<file path="src/inc/acsr_pkg.sv">
// Purpose: Constants and types for the actuator status register bank
// Assumes: Word addresses as seen by the serial link, 16-bit registers
// Notes:   Zone word offset is not fixed by the host protocol map
package acsr_pkg;

  // ----------------------------------------------------------------
  // Word addresses
  // ----------------------------------------------------------------
  localparam logic [15:0] ADDR_DEVICE_STATUS   = 16'h9005;
  localparam logic [15:0] ADDR_EXT_STATUS      = 16'h9007;
  localparam logic [15:0] ADDR_ZONE_FLAGS      = 16'h9008;
  localparam logic [15:0] ADDR_DONE_POSITION   = 16'h9014;
  localparam logic [15:0] ADDR_POSITION_HIGH   = 16'h9900;
  localparam logic [15:0] ADDR_POSITION_LOW    = 16'h9901;

  // ----------------------------------------------------------------
  // Field positions
  // ----------------------------------------------------------------
  localparam int DS_ESTOP        = 15;
  localparam int DS_REDUCED      = 14;
  localparam int DS_CTRL_READY   = 13;
  localparam int DS_SERVO_READY  = 12;
  localparam int DS_PRESS_MISS   = 11;
  localparam int DS_MAJOR_ALARM  = 10;
  localparam int DS_MINOR_ALARM  = 9;
  localparam int DS_PAUSE        = 5;
  localparam int DS_HOMING_DONE  = 4;
  localparam int DS_POS_DONE     = 3;
  localparam int XS_HOMING       = 11;
  localparam int XS_PUSH         = 10;
  localparam int XS_MOVING       = 5;
  localparam int ZF_TABLE        = 8;
  localparam int ZF_BOUNDARY_TWO = 1;
  localparam int ZF_BOUNDARY_ONE = 0;
  localparam int DONE_INDEX_W    = 6;

  // ----------------------------------------------------------------
  // Single-bit addresses
  // ----------------------------------------------------------------
  localparam logic [15:0] BIT_ESTOP        = 16'h0100;
  localparam logic [15:0] BIT_CTRL_LAST    = 16'h0106;
  localparam logic [15:0] BIT_PAUSE        = 16'h010a;
  localparam logic [15:0] BIT_POS_DONE     = 16'h010c;
  localparam logic [15:0] BIT_PUSH         = 16'h0123;
  localparam logic [15:0] BIT_HOMING       = 16'h0124;
  localparam logic [15:0] BIT_MOVING       = 16'h012a;
  localparam logic [15:0] BIT_INDEX_TOP    = 16'h013a;
  localparam logic [15:0] BIT_INDEX_LOW    = 16'h013f;
  localparam logic [15:0] BIT_ZONE_TABLE   = 16'h0147;
  localparam logic [15:0] BIT_ZONE_TWO     = 16'h014e;
  localparam logic [15:0] BIT_ZONE_ONE     = 16'h014f;

  localparam logic [15:0] WORD_ZERO        = 16'h0000;

  // ----------------------------------------------------------------
  // Types
  // ----------------------------------------------------------------
  typedef struct packed {
    logic estop_active;
    logic reduced_speed_active;
    logic controller_ready;
    logic servo_ready;
    logic press_miss;
    logic major_alarm;
    logic minor_alarm;
    logic pause_active;
    logic homing_done;
    logic position_done;
    logic homing_active;
    logic push_active;
    logic moving;
  } acsr_live_t;

  typedef struct packed {
    logic signed [31:0] lower;
    logic signed [31:0] upper;
  } acsr_window_t;

  typedef struct packed {
    logic        valid;
    logic        write;
    logic        bit_access;
    logic [15:0] addr;
  } acsr_req_t;

endpackage : acsr_pkg

</file>
<file path="src/verilog/acsr_status_regs.sv">
// Purpose: Read-only status register bank of a stepper positioning unit
// Assumes: Live status and position arrive synchronous to clock
// Notes:   Word and single-bit reads, one cycle to answer, writes refused with an error
//
// Operation
// Device status bit 15 is one while emergency stop is in effect.
// Device status bit 14 is one while reduced safety speed applies.
// Device status bit 13 is one once the controller is ready.
// Device status bit 12 is one while servo is on and ready.
// Device status bit 11 flags push-and-hold ending without contact.
// Bit 10 flags major alarm, bit 9 flags minor alarm.
// Device status bit 5 is one while pause is applied.
// Bit 4 shows homing complete, bit 3 shows positioning complete.
// Extended status bit 11 during homing, bit 10 during push-and-hold.
// Extended status bit 5 is one during any motion.
// Zone bit 8 set while table_zone_valid is high and position is inside the table zone.
// Zone bit 1 set while position is inside boundary two.
// Zone bit 0 set while position is inside boundary one.
// Completed position number sits in bits 5 to 0 unsigned.
// Current position is signed 32-bit, high then low word.
// Unassigned status bits always read zero.
// All words are read-only and refreshed every cycle with clk_en high; the completed position number word only updates when position_done is set.
`timescale 1ns/1ps

module acsr_status_regs #(
  parameter int POS_W = 32
) (
  input  wire logic                  clock,
  input  wire logic                  sys_rst,
  input  wire logic                  clk_en,
  input  wire acsr_pkg::acsr_live_t  live,
  input  wire logic signed [POS_W-1:0] current_position,
  input  wire logic [acsr_pkg::DONE_INDEX_W-1:0] done_index,
  input  wire logic                  table_zone_valid,
  input  wire acsr_pkg::acsr_window_t table_zone,
  input  wire acsr_pkg::acsr_window_t boundary_one,
  input  wire acsr_pkg::acsr_window_t boundary_two,
  input  wire acsr_pkg::acsr_req_t   req,
  output logic                       rsp_valid,
  output logic [15:0]                rsp_data,
  output logic                       rsp_error
);

  // ----------------------------------------------------------------
  // Zone comparison
  // ----------------------------------------------------------------
  function automatic logic in_window(input logic signed [31:0] pos,
                                     input acsr_pkg::acsr_window_t w);
    in_window = (pos >= w.lower) && (pos <= w.upper);
  endfunction : in_window

  // ----------------------------------------------------------------
  // Live status words
  // ----------------------------------------------------------------
  logic [15:0] device_status_r;
  logic [15:0] extended_device_status_r;
  logic [15:0] zone_flags_r;
  logic [15:0] completed_position_number_r;
  logic [31:0] current_position_r;
  logic [15:0] device_status_nxt;
  logic [15:0] extended_device_status_nxt;
  logic [15:0] zone_flags_nxt;
  logic signed [31:0] pos_ext;

  assign pos_ext = 32'(current_position);

  always_comb begin
    device_status_nxt = acsr_pkg::WORD_ZERO;
    device_status_nxt[acsr_pkg::DS_ESTOP]       = live.estop_active;
    device_status_nxt[acsr_pkg::DS_REDUCED]     = live.reduced_speed_active;
    device_status_nxt[acsr_pkg::DS_CTRL_READY]  = live.controller_ready;
    device_status_nxt[acsr_pkg::DS_SERVO_READY] = live.servo_ready;
    device_status_nxt[acsr_pkg::DS_PRESS_MISS]  = live.press_miss;
    device_status_nxt[acsr_pkg::DS_MAJOR_ALARM] = live.major_alarm;
    device_status_nxt[acsr_pkg::DS_MINOR_ALARM] = live.minor_alarm;
    device_status_nxt[acsr_pkg::DS_PAUSE]       = live.pause_active;
    device_status_nxt[acsr_pkg::DS_HOMING_DONE] = live.homing_done;
    device_status_nxt[acsr_pkg::DS_POS_DONE]    = live.position_done;
  end

  always_comb begin
    extended_device_status_nxt = acsr_pkg::WORD_ZERO;
    extended_device_status_nxt[acsr_pkg::XS_HOMING] = live.homing_active;
    extended_device_status_nxt[acsr_pkg::XS_PUSH]   = live.push_active;
    // Homing and pushing count as motion even if the mover input lags
    extended_device_status_nxt[acsr_pkg::XS_MOVING] =
      live.moving | live.homing_active | live.push_active;
  end

  always_comb begin
    zone_flags_nxt = acsr_pkg::WORD_ZERO;
    zone_flags_nxt[acsr_pkg::ZF_TABLE] =
      table_zone_valid & in_window(pos_ext, table_zone);
    zone_flags_nxt[acsr_pkg::ZF_BOUNDARY_TWO] = in_window(pos_ext, boundary_two);
    zone_flags_nxt[acsr_pkg::ZF_BOUNDARY_ONE] = in_window(pos_ext, boundary_one);
  end

  // ----------------------------------------------------------------
  // Refresh every enabled cycle
  // ----------------------------------------------------------------
  always_ff @(posedge clock) begin
    if (sys_rst) begin
      device_status_r          <= acsr_pkg::WORD_ZERO;
      extended_device_status_r <= acsr_pkg::WORD_ZERO;
      zone_flags_r             <= acsr_pkg::WORD_ZERO;
      current_position_r       <= {acsr_pkg::WORD_ZERO, acsr_pkg::WORD_ZERO};
    end else if (clk_en) begin
      device_status_r          <= device_status_nxt;
      extended_device_status_r <= extended_device_status_nxt;
      zone_flags_r             <= zone_flags_nxt;
      current_position_r       <= pos_ext;
    end
  end

  // Index captured only when a move completes, so it survives the next move
  always_ff @(posedge clock) begin
    if (sys_rst) begin
      completed_position_number_r <= acsr_pkg::WORD_ZERO;
    end else if (clk_en && live.position_done) begin
      completed_position_number_r <=
        {{(16-acsr_pkg::DONE_INDEX_W){1'b0}}, done_index};
    end
  end

  // ----------------------------------------------------------------
  // Read decode
  // ----------------------------------------------------------------
  logic [15:0] word_sel;
  logic        word_hit;
  logic        bit_sel;
  logic        bit_hit;
  logic [15:0] bit_off;

  always_comb begin
    word_hit = 1'b1;
    case (req.addr)
      acsr_pkg::ADDR_DEVICE_STATUS: word_sel = device_status_r;
      acsr_pkg::ADDR_EXT_STATUS:    word_sel = extended_device_status_r;
      acsr_pkg::ADDR_ZONE_FLAGS:    word_sel = zone_flags_r;
      acsr_pkg::ADDR_DONE_POSITION: word_sel = completed_position_number_r;
      acsr_pkg::ADDR_POSITION_HIGH: word_sel = current_position_r[31:16];
      acsr_pkg::ADDR_POSITION_LOW:  word_sel = current_position_r[15:0];
      default: begin
        word_sel = acsr_pkg::WORD_ZERO;
        word_hit = 1'b0;
      end
    endcase
  end

  // Single bits map to the same words; gaps in the ranges are unmapped
  always_comb begin
    bit_sel = 1'b0;
    bit_hit = 1'b1;
    bit_off = acsr_pkg::WORD_ZERO;
    if (req.addr >= acsr_pkg::BIT_ESTOP && req.addr <= acsr_pkg::BIT_CTRL_LAST) begin
      bit_off = req.addr - acsr_pkg::BIT_ESTOP;
      bit_sel = device_status_r[4'(acsr_pkg::DS_ESTOP) - bit_off[3:0]];
    end else if (req.addr >= acsr_pkg::BIT_PAUSE && req.addr <= acsr_pkg::BIT_POS_DONE) begin
      bit_off = req.addr - acsr_pkg::BIT_PAUSE;
      bit_sel = device_status_r[4'(acsr_pkg::DS_PAUSE) - bit_off[3:0]];
    end else if (req.addr >= acsr_pkg::BIT_INDEX_TOP && req.addr <= acsr_pkg::BIT_INDEX_LOW) begin
      bit_off = req.addr - acsr_pkg::BIT_INDEX_TOP;
      bit_sel = completed_position_number_r[4'(acsr_pkg::DONE_INDEX_W - 1) - bit_off[3:0]];
    end else begin
      case (req.addr)
        acsr_pkg::BIT_PUSH:       bit_sel = extended_device_status_r[acsr_pkg::XS_PUSH];
        acsr_pkg::BIT_HOMING:     bit_sel = extended_device_status_r[acsr_pkg::XS_HOMING];
        acsr_pkg::BIT_MOVING:     bit_sel = extended_device_status_r[acsr_pkg::XS_MOVING];
        acsr_pkg::BIT_ZONE_TABLE: bit_sel = zone_flags_r[acsr_pkg::ZF_TABLE];
        acsr_pkg::BIT_ZONE_TWO:   bit_sel = zone_flags_r[acsr_pkg::ZF_BOUNDARY_TWO];
        acsr_pkg::BIT_ZONE_ONE:   bit_sel = zone_flags_r[acsr_pkg::ZF_BOUNDARY_ONE];
        default:                  bit_hit = 1'b0;
      endcase
    end
  end

  // ----------------------------------------------------------------
  // Answer, one cycle after the request
  // ----------------------------------------------------------------
  always_ff @(posedge clock) begin
    if (sys_rst) begin
      rsp_valid <= 1'b0;
      rsp_data  <= acsr_pkg::WORD_ZERO;
      rsp_error <= 1'b0;
    end else if (clk_en) begin
      rsp_valid <= req.valid;
      if (req.valid) begin
        // Writes change nothing and are refused
        if (req.write) begin
          rsp_data  <= acsr_pkg::WORD_ZERO;
          rsp_error <= 1'b1;
        end else if (req.bit_access) begin
          rsp_data  <= {15'h0000, bit_sel & bit_hit};
          rsp_error <= ~bit_hit;
        end else begin
          rsp_data  <= word_sel;
          rsp_error <= ~word_hit;
        end
      end
    end
  end

endmodule : acsr_status_regs

</file>
<file path="config.mk">
export PLATFORM = sky130hd
export DESIGN_NAME = acsr_status_regs
export DESIGN_NICKNAME = d
export VERILOG_FILES = /design/src/inc/acsr_pkg.sv /design/src/verilog/acsr_status_regs.sv
export SDC_FILE = /design/constraint.sdc
export NUM_CORES = 1
export LEC_CHECK = 0
export BUFFER_PORTS_ARGS = -buffer_cell sky130_fd_sc_hd__clkbuf_2
export CORE_ASPECT_RATIO = 1.2
export CORE_MARGIN = 2
export CORE_UTILIZATION = 30
export CTS_CLUSTER_DIAMETER = 120
export CTS_CLUSTER_SIZE = 12
export DETAILED_ROUTE_END_ITERATION = 10
export PLACE_DENSITY = 0.57
export SYNTH_ARGS = -nofsm -noshare
export SYNTH_HDL_FRONTEND = slang
export SYNTH_SLANG_ARGS = --single-unit
</file>
<file path="constraint.sdc">
create_clock -name clock -period 2.8 [get_ports clock]
set_input_delay 0.28 -clock clock [delete_from_list [all_inputs] [get_ports clock]]
set_output_delay 0.28 -clock clock [all_outputs]
set_load 0.01 [all_outputs]
</file>
==> impl_summary.md, run 1 <==
Outcome
The flow ran to the end, and the final reports show no timing, DRC or antenna violations.

Route
After detailed routing, the number of remaining DRC violations is 0. In this run the remaining antenna-violating nets after routing total 0. The number of vias per cell is 5.05. Summed over all layers, the routed wires come to 30,500 µm.

The final routed wire length divided by cell count is 18.0 µm. For this block, the initial DRC count from the detailed router was 444. For this run, the detailed router's first-pass iteration total came to 6. The routed via count is 8,537.

Clock network
The clock passes through at most 2 buffers. Once the clock tree was built, the setup fixing pass inserted 0 buffers. Clock-pin slew was measured on the worst setup and hold paths at 0.06 ns.

Clock tree synthesis inserted a total of 9 buffers. The CTS tree is yes. The number of clock sinks seen by CTS is 72. The clock reaches the later pin of the worst-skew pair after 0.34 ns.

The number of cells upsized or downsized after cts is 0. The tree is rooted in a sky130_fd_sc_hd__clkbuf_16. CTS built an H-tree with a depth of 3. The number of hold buffers added after CTS was 0.

Logic synthesis
The fraction of the mapped netlist area in compound gates is 0.187. Synthesis produced a netlist with a net count of 1,489. By area, the combinational part of the netlist is dominated by adder cells. Of the total synthesized cell area, the portion taken by XOR and XNOR cells is 0. Counting flops with a built-in enable in the synthesized netlist gives 0. The netlist area before placement is 8160 µm². Yosys attributes the largest share of cell area to sky130_fd_sc_hd__ha_1 29%, sky130_fd_sc_hd__dfxtp_1 18%, sky130_fd_sc_hd__inv_1 8.8%. After synthesis the netlist holds a flip-flop and latch count of 72. The sequential-to-total area share from yosys stat is 0.177. In the synthesized netlist the async set-or-reset flop fraction comes to 0. The area share of the largest cell type after synthesis is 0.295. The cell count after synthesis is just over 1,000.

The mean instance size in the synthesized netlist is approximately 7.9 µm². The leading area contributor after synthesis is sky130_fd_sc_hd__ha_1. The adder-cell area share of the yosys netlist is 0.295. The count of unique library cells instantiated by Yosys is 64. After synthesis, the share of cell area in mux cells is 0.0683.

The top flip-flop cell by instance count after synthesis is sky130_fd_sc_hd__dfxtp_1. For this run, the number of Yosys warnings is 0. Of the total synthesized cell area, the portion taken by AND, OR, NAND and NOR gates is 0.172.

STA
Static timing analysis puts the maximum clock frequency at 429 MHz. The transition time of the tightest slew-check pin is 0.870 ns. The accumulated negative setup slack is 0 ns. The clock arrives with 0.00903 ns of skew.

The count of final hold-check violations is 0. The hold slack is 0.181 ns. The clock period minus worst slack is 2.33 ns.

Setup repair after global routing left no endpoint under its margin. The max-slew violation count is 0. The worst relative slew slack is 0.420. Of the available clock period, the critical path in the final layout requires 0.832. The total of endpoints with negative setup slack in the final report is 0.

Power
For this design the ratio of total power to cell area is between 300 and 400 nW/µm². The switching power of the nets is 1.10 mW. The worst-case IR drop observed on VDD is between 0.0002 and 0.0003 V.

The analysis attributes to cell leakage a power of ~5.9 nW. Of the total power, the share spent switching nets is 0.322. The sequential cell fraction of total power is 0.325.

Internal power comes to 2.33 mW. Of the total power, combinational logic draws 0.328. The fraction of power consumed by the clock network is 0.347.

Min path
The path category of the worst min-delay check is in -> reg. The cell depth of the worst min-delay path is 3.

Layout
Of the cells placed in the final design, the portion with a size suffix greater than 1 is 0.264. The signed area change from the synthesized netlist to the final layout is 29.4%. Once layout is complete, the cells apart from fillers number 1,691.

The fill cell instance count of the final layout is between 2,000 and 3,000. The final instance area is ~11,000 µm². In the final design database the tool counted 1,801 nets.

Placed design
The count of input and output buffers is 283. The placed instances occupy a cell area of a little over 10,000 µm². Summed over all nets, the half-perimeter wirelength after detailed placement is 26,000 µm. After detailed placement, the design holds a cell count of 1,672.

Routability-driven placement finished with a final weighted congestion of 0.909.

Global routing
The number of global-route vias before repair is roughly 8,300. The first-pass GRT wire length is 45,700 µm. The global-route usage over all layers is 0.209.

The residual overflow from global routing is 0. The number of antenna violations at the first check in global routing is 2. Entering global routing, the biggest net connects 53 pins.

Setup path
For the worst setup path, the data arrival time is 2.52 ns. The worst setup path is launched from an input pin. Measured in cells, the most critical reg-to-reg path has a length of 7.

Of all nets on the critical path, the largest fanout is 3. The endpoint kind of the worst setup timing path is a register. Data on the critical path is required at its endpoint by 3.00 ns. The setup path with the least slack is of type in -> reg.

Floorplanning
The area of the die is ~29,000 µm². The I/O pin count is 284. The vertical die dimension is 185 µm. The horizontal die dimension is 155 µm. The core box area is between 20,000 and 30,000 µm². After floorplanning, the core was divided into 66 placement rows. The starting density of the core is 0.303.

Flow run
The number of max-cap violations is 0.
## worst max-delay path: stages
cell	delay [ns]
sky130_fd_sc_hd__clkbuf_2	0.09
sky130_fd_sc_hd__ha_1	0.30
sky130_fd_sc_hd__nand4_1	0.18
sky130_fd_sc_hd__nor3_1	0.11
sky130_fd_sc_hd__a21boi_0	0.13
sky130_fd_sc_hd__or4b_1	0.58
sky130_fd_sc_hd__a2111oi_1	0.50
sky130_fd_sc_hd__mux2i_1	0.27
sky130_fd_sc_hd__o32ai_1	0.09
## stage by stage
step	worst slack [ns]	util	power (mW)
2_1_floorplan	0.516	-	1.74
3_3_place_gp	0.126	0.380	2.24
3_5_place_dp	0.135	0.380	2.26
4_1_cts	0.486	0.392	3.45
5_1_grt	0.281	0.392	3.66
6_report	0.471	0.392	3.43
## cell families (layout without fill, tap and decap cells)
group                    count (synthesis)  count (layout)
AND/OR/NAND/NOR                        274             274
adder cells (fa/ha/maj)                192             192
AO/OA/AOI/OAI                          221             221
flip-flops                              72              72
buffers and inverters                  219             536
other                                    0               3
multiplexers                            53              53
## area by class of cell
type / instances / area (µm²) / share of cell area
Antenna cell: 3 / 7.51 / 0.000711
Clock inverter: 5 / 55.1 / 0.00522
Clock buffer: 11 / 253 / 0.0239
Sequential cell: 72 / 1440 / 0.137
Tap cell: 340 / 425 / 0.0403
Inverter: 192 / 721 / 0.0683
Timing Repair Buffer: 328 / 1770 / 0.167
Multi-Input combinational cell: 740 / 5890 / 0.558
## cell usage in the layout, fill, tap and decap left out, types with 3 or more instances in the layout
cell / n
sky130_fd_sc_hd__clkbuf_2: 282
sky130_fd_sc_hd__inv_1: 192
sky130_fd_sc_hd__ha_1: 192
sky130_fd_sc_hd__nor2_1: 78
sky130_fd_sc_hd__a21oi_1: 76
sky130_fd_sc_hd__dfxtp_1: 72
sky130_fd_sc_hd__nand2_1: 55
sky130_fd_sc_hd__mux2i_1: 50
sky130_fd_sc_hd__buf_4: 44
sky130_fd_sc_hd__nand4_1: 42
sky130_fd_sc_hd__a21o_1: 35
sky130_fd_sc_hd__nand3_1: 27
sky130_fd_sc_hd__o21ai_0: 18
sky130_fd_sc_hd__nor3_1: 15
sky130_fd_sc_hd__nor2b_1: 13
sky130_fd_sc_hd__a222oi_1: 12
sky130_fd_sc_hd__a22oi_1: 10
sky130_fd_sc_hd__nand2b_1: 10
sky130_fd_sc_hd__a211oi_1: 10
sky130_fd_sc_hd__o211ai_1: 9
sky130_fd_sc_hd__clkbuf_16: 9
sky130_fd_sc_hd__o21a_1: 8
sky130_fd_sc_hd__and4_1: 7
sky130_fd_sc_hd__nor4_1: 6
sky130_fd_sc_hd__a2bb2oi_1: 6
sky130_fd_sc_hd__o32ai_1: 4
sky130_fd_sc_hd__a221oi_1: 4
sky130_fd_sc_hd__diode_2: 3
sky130_fd_sc_hd__and2_1: 3
sky130_fd_sc_hd__a22o_1: 3
sky130_fd_sc_hd__a221o_1: 3
sky130_fd_sc_hd__nand3b_1: 3
sky130_fd_sc_hd__a21boi_0: 3
## layer usage
layer / global-route usage / part of all wire / vias up
li1: - / - / 4314
met1: 0.258 / 0.42 / 3898
met2: 0.373 / 0.50 / 272
met3: 0.0167 / 0.045 / 53
met4: 0.0915 / 0.036 / 0
met5: 0 / 0 / -
## power by group through the flow
stage | clock, mW | sequential, mW | combinational (mW)
final | 1.19 | 1.12 | 1.12
after global routing | 1.26 | 1.12 | 1.28
after CTS | 1.21 | 1.12 | 1.13
after detailed placement | 0 | 1.14 | 1.12
after global placement | 0 | 1.14 | 1.10
after floorplan | 0 | 1.12 | 0.622
## cell usage after synthesis (3+ instances only)
master / n
sky130_fd_sc_hd__a211oi_1: 10
sky130_fd_sc_hd__a21boi_0: 3
sky130_fd_sc_hd__a21o_1: 35
sky130_fd_sc_hd__a21oi_1: 76
sky130_fd_sc_hd__a221o_1: 3
sky130_fd_sc_hd__a221oi_1: 4
sky130_fd_sc_hd__a222oi_1: 12
sky130_fd_sc_hd__a22o_1: 3
sky130_fd_sc_hd__a22oi_1: 10
sky130_fd_sc_hd__a2bb2oi_1: 6
sky130_fd_sc_hd__and2_1: 3
sky130_fd_sc_hd__and4_1: 7
sky130_fd_sc_hd__buf_1: 4
sky130_fd_sc_hd__clkbuf_1: 20
sky130_fd_sc_hd__dfxtp_1: 72
sky130_fd_sc_hd__ha_1: 192
sky130_fd_sc_hd__inv_1: 192
sky130_fd_sc_hd__mux2i_1: 50
sky130_fd_sc_hd__nand2_1: 55
sky130_fd_sc_hd__nand2b_1: 10
sky130_fd_sc_hd__nand3_1: 27
sky130_fd_sc_hd__nand3b_1: 3
sky130_fd_sc_hd__nand4_1: 42
sky130_fd_sc_hd__nor2_1: 78
sky130_fd_sc_hd__nor2b_1: 13
sky130_fd_sc_hd__nor3_1: 15
sky130_fd_sc_hd__nor4_1: 6
sky130_fd_sc_hd__o211ai_1: 9
sky130_fd_sc_hd__o21a_1: 8
sky130_fd_sc_hd__o21ai_0: 18
sky130_fd_sc_hd__o32ai_1: 4
## state kept, by name, summed over array words and instances, names as in the netlist
name and cells:
zone_flags_r 3, rsp_valid 1, extended_device_status_r 3, device_status_r 10, completed_position_number_r 6, current_position_r 32
rsp_error 1, rsp_data 16
## path summary, 6_finish.rpt
kind / startpoint / slack, ns / to
hold / removal: live[7] / 0.18 / device_status_r[10]
setup reg to reg: device_status_r[12] / 0.57 / rsp_data[0]
setup / recovery: current_position[13] / 0.47 / zone_flags_r[0]
hold reg to reg: rsp_valid / 0.47 / rsp_valid
No activity file was read; power rests on OpenSTA's default activity.
==> inputs of run 2 (changes only) <==
PLACE_DENSITY = 0.58   (was 0.57)
clock period = 2 ns   (was 2.8 ns; I/O delays follow)
==> impl_summary.md, run 2 (synthesis gave the netlist of run 1 again) <==
STA
The max-slew violation count is 0. Setup repair after global routing could not meet its margin everywhere. The count of final hold-check violations came to 0. The worst relative slew slack is 0.670. The accumulated negative setup slack is 0 ns.

The transition time of the tightest slew-check pin is 0.482 ns. Subtracting the final worst setup slack from the clock period gives between 1.5 and 2 ns. For the final database, setup skew stands at 0.00566 ns. The achievable frequency is ~500 MHz. In the finished design, the share of the clock period the worst path needs comes to 0.998. Setup violations remaining at the end of the flow were counted as 0.

Route
Across all layers, the routed design uses about 8,800 vias. For this block, the initial DRC count from the detailed router was 469. In the routed design, unresolved DRC markers number 0. The count of antenna-violating nets left after detailed routing is 0. For this run, the detailed router's first-pass iteration total came to 8. The routed wire length is slightly above 30,000 µm.

The final routed wire length divided by cell count is 17.4 µm. The number of vias per cell is 4.95.

Setup path
At the worst endpoint, the arrival time is about 2.2 ns. The worst register-to-register path ends at rsp_data[0]. The cell that appears most often on the critical path is sky130_fd_sc_hd__a211oi_2. Traced cell by cell, the critical path runs through mux4_2 > and2_4 > a211oi_2 > a211oi_2 > or4_1 > a32oi_1 > nor2_1.

The capture point of the critical path is rsp_data[0]. The critical path runs through a total of 7 cells. Setup slack on the worst reg-to-reg path comes out at 0.005 ns. The first element of the critical path is device_status_r[12].

The worst setup path is captured at a register. The count of buffer and inverter cells on the critical path is 0. The master of the slowest instance on the critical path is sky130_fd_sc_hd__or4_1. For this run, the slowest stage of the critical path takes 0.49 ns. The worst setup path is of the reg -> reg kind. The sort of element at the start of the critical path is a register. The launching point of the worst reg2reg path is device_status_r[12].

The worst path required time is between 2 and 2.5 ns. In this design, the largest share of critical-path delay is due to simple AND/OR/NAND/NOR gates. Of all nets on the critical path, the largest fanout is 2. For the worst flop-to-flop path, the logic depth is 7.

Power
The switching power share of the total is 0.315. The analysis attributes to net switching a power of between 1.5 and 2 mW. The worst ir drop on vdd is 0.000419 V.

The sequential cell fraction of total power is 0.304. Cell internal power was estimated by the tool at 3.50 mW. The fraction of power consumed by the clock network is 0.335. The leakage dissipation is 6.50 nW. In this run the power density over the cells is around 430 nW/µm². The combinational share of power is 0.361.

Outcome
The flow ran to the end, and the final reports show no timing, DRC or antenna violations.

Layout
The sequential cells in the finished layout cover a total of between 1000 and 1500 µm². Leaving out fill and tap cells, the most frequent cells in the layout are 274 x sky130_fd_sc_hd__clkbuf_2, 189 x sky130_fd_sc_hd__inv_1, 174 x sky130_fd_sc_hd__ha_1. The fill cell instance count of the final layout is 2,683. Leaving out fill and tap cells, the most frequent cell in the layout is sky130_fd_sc_hd__clkbuf_2.

The register with the most flip-flops in the layout has 32 of them. The register with the most flip-flops in the final layout is current_position_r. The number of nets in the layout is between 1,500 and 2,000. The number of antenna diodes in the final layout is 0.

The signed area change from the synthesized netlist to the final layout is 44.3%. The proportion of layout cells with a drive suffix above 1 is 0.347. The area occupied by multi-input gates is between 6000 and 7000 µm².

Once layout is complete, the utilization of the core stands at 0.437. In the final layout, the registers with the most flip-flops are current_position_r: 32 flops, rsp_data: 16 flops, device_status_r: 10 flops.

Floorplanning
The horizontal die dimension is 155 µm. The number of core rows is 66. between 200 and 300 I/O pins were placed. The die is 185 µm tall. The floorplan step defined a core boundary enclosing approximately 27,000 µm². The area of the die is about 29,000 µm². For this configuration, the core starts out at a cell density of 0.303.

Min path
The cell depth of the worst min-delay path is 3. The path category of the worst min-delay check is in -> reg. The start point of the worst min-delay path is live[4].

Clock network
The clock passes through at most 2 buffers. The CTS root buffer is sky130_fd_sc_hd__clkbuf_16. The number of clock sinks seen by CTS is a little over 70. After clock tree synthesis, the clock-pin slew on the worst setup and hold paths is 0.06 ns. The CTS tree is yes. CTS built an H-tree with a depth of 3. Counting the buffers created by CTS gives 9.

The clock network latency to the later pin of the worst-skew pair is 0.34 ns.

Global routing
The first-pass GRT wire length is around 46,000 µm. The global-route usage over all layers is 0.210. The number of global-route vias before repair was 8,676. The maximum number of pins on one net before global-route repair is 63. The number of antenna violations at the first check in global routing is 0. The residual overflow from global routing is 0.

Placed design
The final estimated routing congestion in global placement is 0.905. In this run the tool buffered the top-level ports with around 280 buffer cells. The placed wire-length estimate after detailed placement is 26,800 µm.

Flow run
The number of max-cap violations is 0.
==> run 2: cell types whose count changed in the layout (fill, tap and decap cells not counted), moves of 5 or more <==
cell,before,now
sky130_fd_sc_hd__a21oi_1,76,71
sky130_fd_sc_hd__buf_4,44,143
sky130_fd_sc_hd__ha_1,192,174
sky130_fd_sc_hd__a21oi_2,0,5
sky130_fd_sc_hd__clkbuf_2,282,274
sky130_fd_sc_hd__ha_4,0,18
==> run 2: layout make-up <==
class                   count  area share
clock buffers               9      0.0191
clock inverters             6     0.00723
inverters                 192      0.0617
multi-input cells         740       0.534
flip-flops and latches     72       0.123
well taps                 340      0.0362
repair buffers            429       0.219
==> run 2: repair_timing <==
| action | CTS | global route |
|---|---|---|
| cloned | 0 | 0 |
| setup buffers | 0 | 1 |
| pin swaps | 5 | 21 |
| gates resized for setup | 10 | 62 |
| endpoints found under the setup margin | 3 | 18 |
| hold buffers | 0 | 0 |
==> run 2: worst min-delay path by stage <==
stage / endpoint
after detailed placement: device_status_r[11]
final: device_status_r[4]
after global routing: device_status_r[4]
after global placement: device_status_r[9]
after floorplan: current_position_r[26]
after CTS: device_status_r[11]
==> run 2: through the flow <==
| step | hold WS (ns) | instance area, µm² | std cells | power [mW] | setup WS, ns |
|---|---|---|---|---|---|
| after floorplan | 0.347 | 8190 | 1031 | 2.44 | -0.0729 |
| after global placement | 0.442 | 11000 | 1772 | 3.29 | -0.556 |
| after detailed placement | 0.456 | 11000 | 1772 | 3.33 | -0.521 |
| after CTS | 0.105 | 11400 | 1787 | 5.06 | -0.0229 |
| after global routing | 0.124 | 11800 | 1788 | 5.42 | -0.0898 |
| final | 0.102 | 11800 | 1788 | 5.11 | 0.00469 |
==> run 2: power by group through the flow <==
| stage | combinational (mW) | clock, mW | sequential (mW) |
|---|---|---|---|
| final | 1.84 | 1.71 | 1.56 |
| after floorplan | 0.883 | 0 | 1.56 |
| after global placement | 1.70 | 0 | 1.59 |
| after detailed placement | 1.74 | 0 | 1.59 |
| after CTS | 1.77 | 1.73 | 1.56 |
| after global routing | 2.07 | 1.78 | 1.56 |
==> run 2: per-layer routing <==
layer,track usage,vias up,wire length (µm)
li1,-,4519,-
met1,0.254,3995,13100
met2,0.376,278,15400
met3,0.0212,56,1340
met4,0.0919,0,1280
met5,0,-,0
==> run 2: worst reg2reg max path, cell delays in order, from the launching register on <==
cell	delay [ns]
sky130_fd_sc_hd__dfxtp_2	0.31
sky130_fd_sc_hd__mux4_2	0.45
sky130_fd_sc_hd__and2_4	0.15
sky130_fd_sc_hd__a211oi_2	0.17
sky130_fd_sc_hd__a211oi_2	0.05
sky130_fd_sc_hd__or4_1	0.49
sky130_fd_sc_hd__a32oi_1	0.21
sky130_fd_sc_hd__nor2_1	0.05
==> inputs of run 3 (changes only) <==
RECOVER_POWER = 25   (was default)
==> impl_summary.md, run 3 (synthesis gave the netlist of run 1 again) <==
Layout
The proportion of layout cells with a drive suffix above 1 is 0.345. In the final layout, the registers with the most flip-flops are current_position_r: 32 flops, rsp_data: 16 flops, device_status_r: 10 flops. The number of flip-flops in the largest register is 32. In the layout the commonest cells are 274 x sky130_fd_sc_hd__clkbuf_2, 189 x sky130_fd_sc_hd__inv_1, 174 x sky130_fd_sc_hd__ha_1. The number of antenna diodes is 0. The number of nets in the layout is 1,902. The signed area change from the synthesized netlist to the final layout is 44.0%.

Leaving out fill and tap cells, the most frequent cell in the layout is sky130_fd_sc_hd__clkbuf_2. Ranked by flip-flop count, first place goes to current_position_r.

Setup path
The capture point of the critical path is rsp_data[0]. In this run the critical register-to-register path is captured at rsp_data[0]. The sort of element at the start of the critical path is a register. By instance count, the cell type seen most on the critical path is sky130_fd_sc_hd__a211oi_2.

On the worst path, the slowest cell contributes a delay of 0.49 ns. The kind of cell with the highest combined delay on the critical path is simple AND/OR/NAND/NOR gates. Data on the critical path arrives at its endpoint at 2.23 ns.

The worst setup path is of the reg -> reg kind. The number of buffers and inverters on the critical path is 0. The worst setup path is captured at a register. The worst setup slack for register-to-register paths is 0.002 ns.

The largest individual stage delay along the critical path comes from the cell sky130_fd_sc_hd__or4_1. The largest driver fanout on the critical path is 2. Data on the critical path is required at its endpoint by 2.23 ns. In this run the number of cells on the critical path is 7. The worst reg-to-reg path cell count is 7. Traced cell by cell, the critical path runs through mux4_2 > and2_4 > a211oi_2 > a211oi_2 > or4_1 > a32oi_1 > nor2_1. Tracing the worst setup path back leads to its startpoint at device_status_r[12]. The launching point of the worst reg2reg path is device_status_r[12].

Min path
The startpoint identified for the worst hold timing path is live[4]. The path category of the worst min-delay check is in -> reg.

Placed design
Once detailed placement completed, the half-perimeter wirelength came to 26,800 µm. OpenSTA, run right after detailed placement, puts the worst setup slack at -0.521 ns. The count of buffers added on input and output ports is 283. The final estimated routing congestion in global placement is 0.905.

STA
The achievable frequency is 500 MHz. Across the routed clock network, the largest skew measured is 0.00593 ns. The worst path needs 2.00 ns of the cycle, external delays included. The max-slew violation count is 53. Setup repair after global routing could not meet its margin everywhere. The portion of the clock cycle consumed by the worst path in the final layout is 0.999.

The worst pin sits at a relative slew slack of -0.0130. The transition time of the tightest slew-check pin is 1.52 ns. Setup slack on the critical path of the routed design comes to 0.00163 ns. The hold slack is between 0.1 and 0.15 ns. Setup violations remaining at the end of the flow were counted as 0. The count of final hold-check violations is 0.

Clock network
The register clock-pin slew on the reported worst setup and hold paths is 0.06 ns. The number of clock sinks seen by CTS is 72. The number of buffers created by CTS is 9.

TritonCTS built the clock tree. The later pin in the worst-skew pair is clocked with a latency of 0.34 ns. The number of buffers on the longest clock path is 2. The cell sitting at the root of the clock tree is a sky130_fd_sc_hd__clkbuf_16. The number of H-tree levels is 3.

Global routing
Entering global routing, the biggest net connects between 60 and 70 pins. The number of global-route vias before repair is about 8,700. Across every metal layer, demand over resource in global routing totals 0.210. The number of antenna violations at the first check in global routing is 0.

The first global-routing pass estimated 45,900 µm of wire. The residual overflow from global routing is 0.

Route
The number of DRC violations after detailed routing is 0. For this run, the detailed router's first-pass iteration total came to 8. The final layout contains routed wiring with a total length of 31,100 µm. In the final routed layout, each cell accounts on average for approximately 17 µm.

In this run, the number of DRC markers left after iteration 0 of detailed routing was 465. Detailed routing inserted a total of 8,836 vias. The number of vias per cell is 4.94.

The detail route stage leaves a number of antenna-violating nets equal to 0.

Power
For this design the static power due to leakage is 6.49 nW. The fraction of power consumed by the clock network is 0.335. Power spread over the standard cell area amounts to 435 nW/µm². Of the total power, registers draw 0.305. Of the total power, combinational logic draws 0.361. Of the total power, the share spent switching nets is 0.315. The switching power of the nets is 1.61 mW.

The internal portion of the total power is approximately 3.5 mW. Across the VDD grid, the largest voltage drop is 0.000419 V.

Floorplanning
The area of the die is 28,500 µm². The number of core rows is 66. The core box area is 26,900 µm². The I/O pin count is 284. For this configuration, the core starts out at a cell density of 0.303. In this run the vertical extent of the chip is 185 µm. The horizontal die dimension is 155 µm.

Outcome
The flow ran to the end, but the final reports show violations. The final reports fail on max-capacitance violations, max-slew violations.

Flow run
The tool flagged a number of max-cap violations equal to 1.
==> run 3: changes by cell type in the layout (fill, tap and decap cells not counted) <==
cell / delta
sky130_fd_sc_hd__buf_12: -1
sky130_fd_sc_hd__buf_2: +1
sky130_fd_sc_hd__buf_4: -2
sky130_fd_sc_hd__clkbuf_1: +2
==> run 3: worst min path at each step <==
stage,to,depth (start not counted)
6_report,device_status_r[4],3
5_1_grt,device_status_r[4],3
4_1_cts,device_status_r[11],3
3_5_place_dp,device_status_r[11],3
3_3_place_gp,device_status_r[9],3
2_1_floorplan,current_position_r[26],2
==> run 3: worst min-delay path, stage by stage <==
cell                       delay [ns]
sky130_fd_sc_hd__clkbuf_2        0.07
sky130_fd_sc_hd__mux2i_1         0.05
sky130_fd_sc_hd__nor2_1          0.08
==> run 3: what timing repair did <==
| action | 4_1_cts | 5_1_grt |
|---|---|---|
| pin swaps | 5 | 21 |
| endpoints found under the setup margin | 3 | 18 |
| gates resized for setup | 10 | 62 |
| hold buffers | 0 | 0 |
| hold endpoints to repair | 0 | 0 |
| buffers inserted | 0 | 1 |
==> run 3: per-layer routing <==
layer	GRT usage	vias to the layer above	share of wire
met3	0.0212	56	0.043
li1	-	4525	-
met2	0.376	279	0.49
met1	0.254	3976	0.42
met4	0.0919	0	0.041
met5	0	-	0
==> run 3: area by class of cell <==
cell class | instances | area [µm²]
clock buffers | 9 | 225
multi-input cells | 740 | 6280
inverters | 192 | 726
flip-flops and latches | 72 | 1440
fillers | 2683 | 15200
well taps | 340 | 425
repair buffers | 429 | 2550
clock inverters | 6 | 85.1
==> run 3: through the flow <==
step	cells	TNS [ns]	cell area (µm²)	utilization	total power [mW]
after global routing	1788	-0.179	11700	0.436	5.42
final	1788	0	11700	0.436	5.11
after floorplan	1031	-0.0729	8190	-	2.44
after CTS	1787	-0.0229	11400	0.424	5.06
after detailed placement	1772	-5.02	11000	0.410	3.33
after global placement	1772	-5.64	11000	0.410	3.29
==> run 3: power groups by stage <==
stage / Clock (mW) / Combinational (mW) / Sequential (mW)
6_report: 1.71 / 1.84 / 1.56
5_1_grt: 1.78 / 2.07 / 1.56
4_1_cts: 1.73 / 1.77 / 1.56
3_5_place_dp: 0 / 1.74 / 1.59
3_3_place_gp: 0 / 1.70 / 1.59
2_1_floorplan: 0 / 0.883 / 1.56
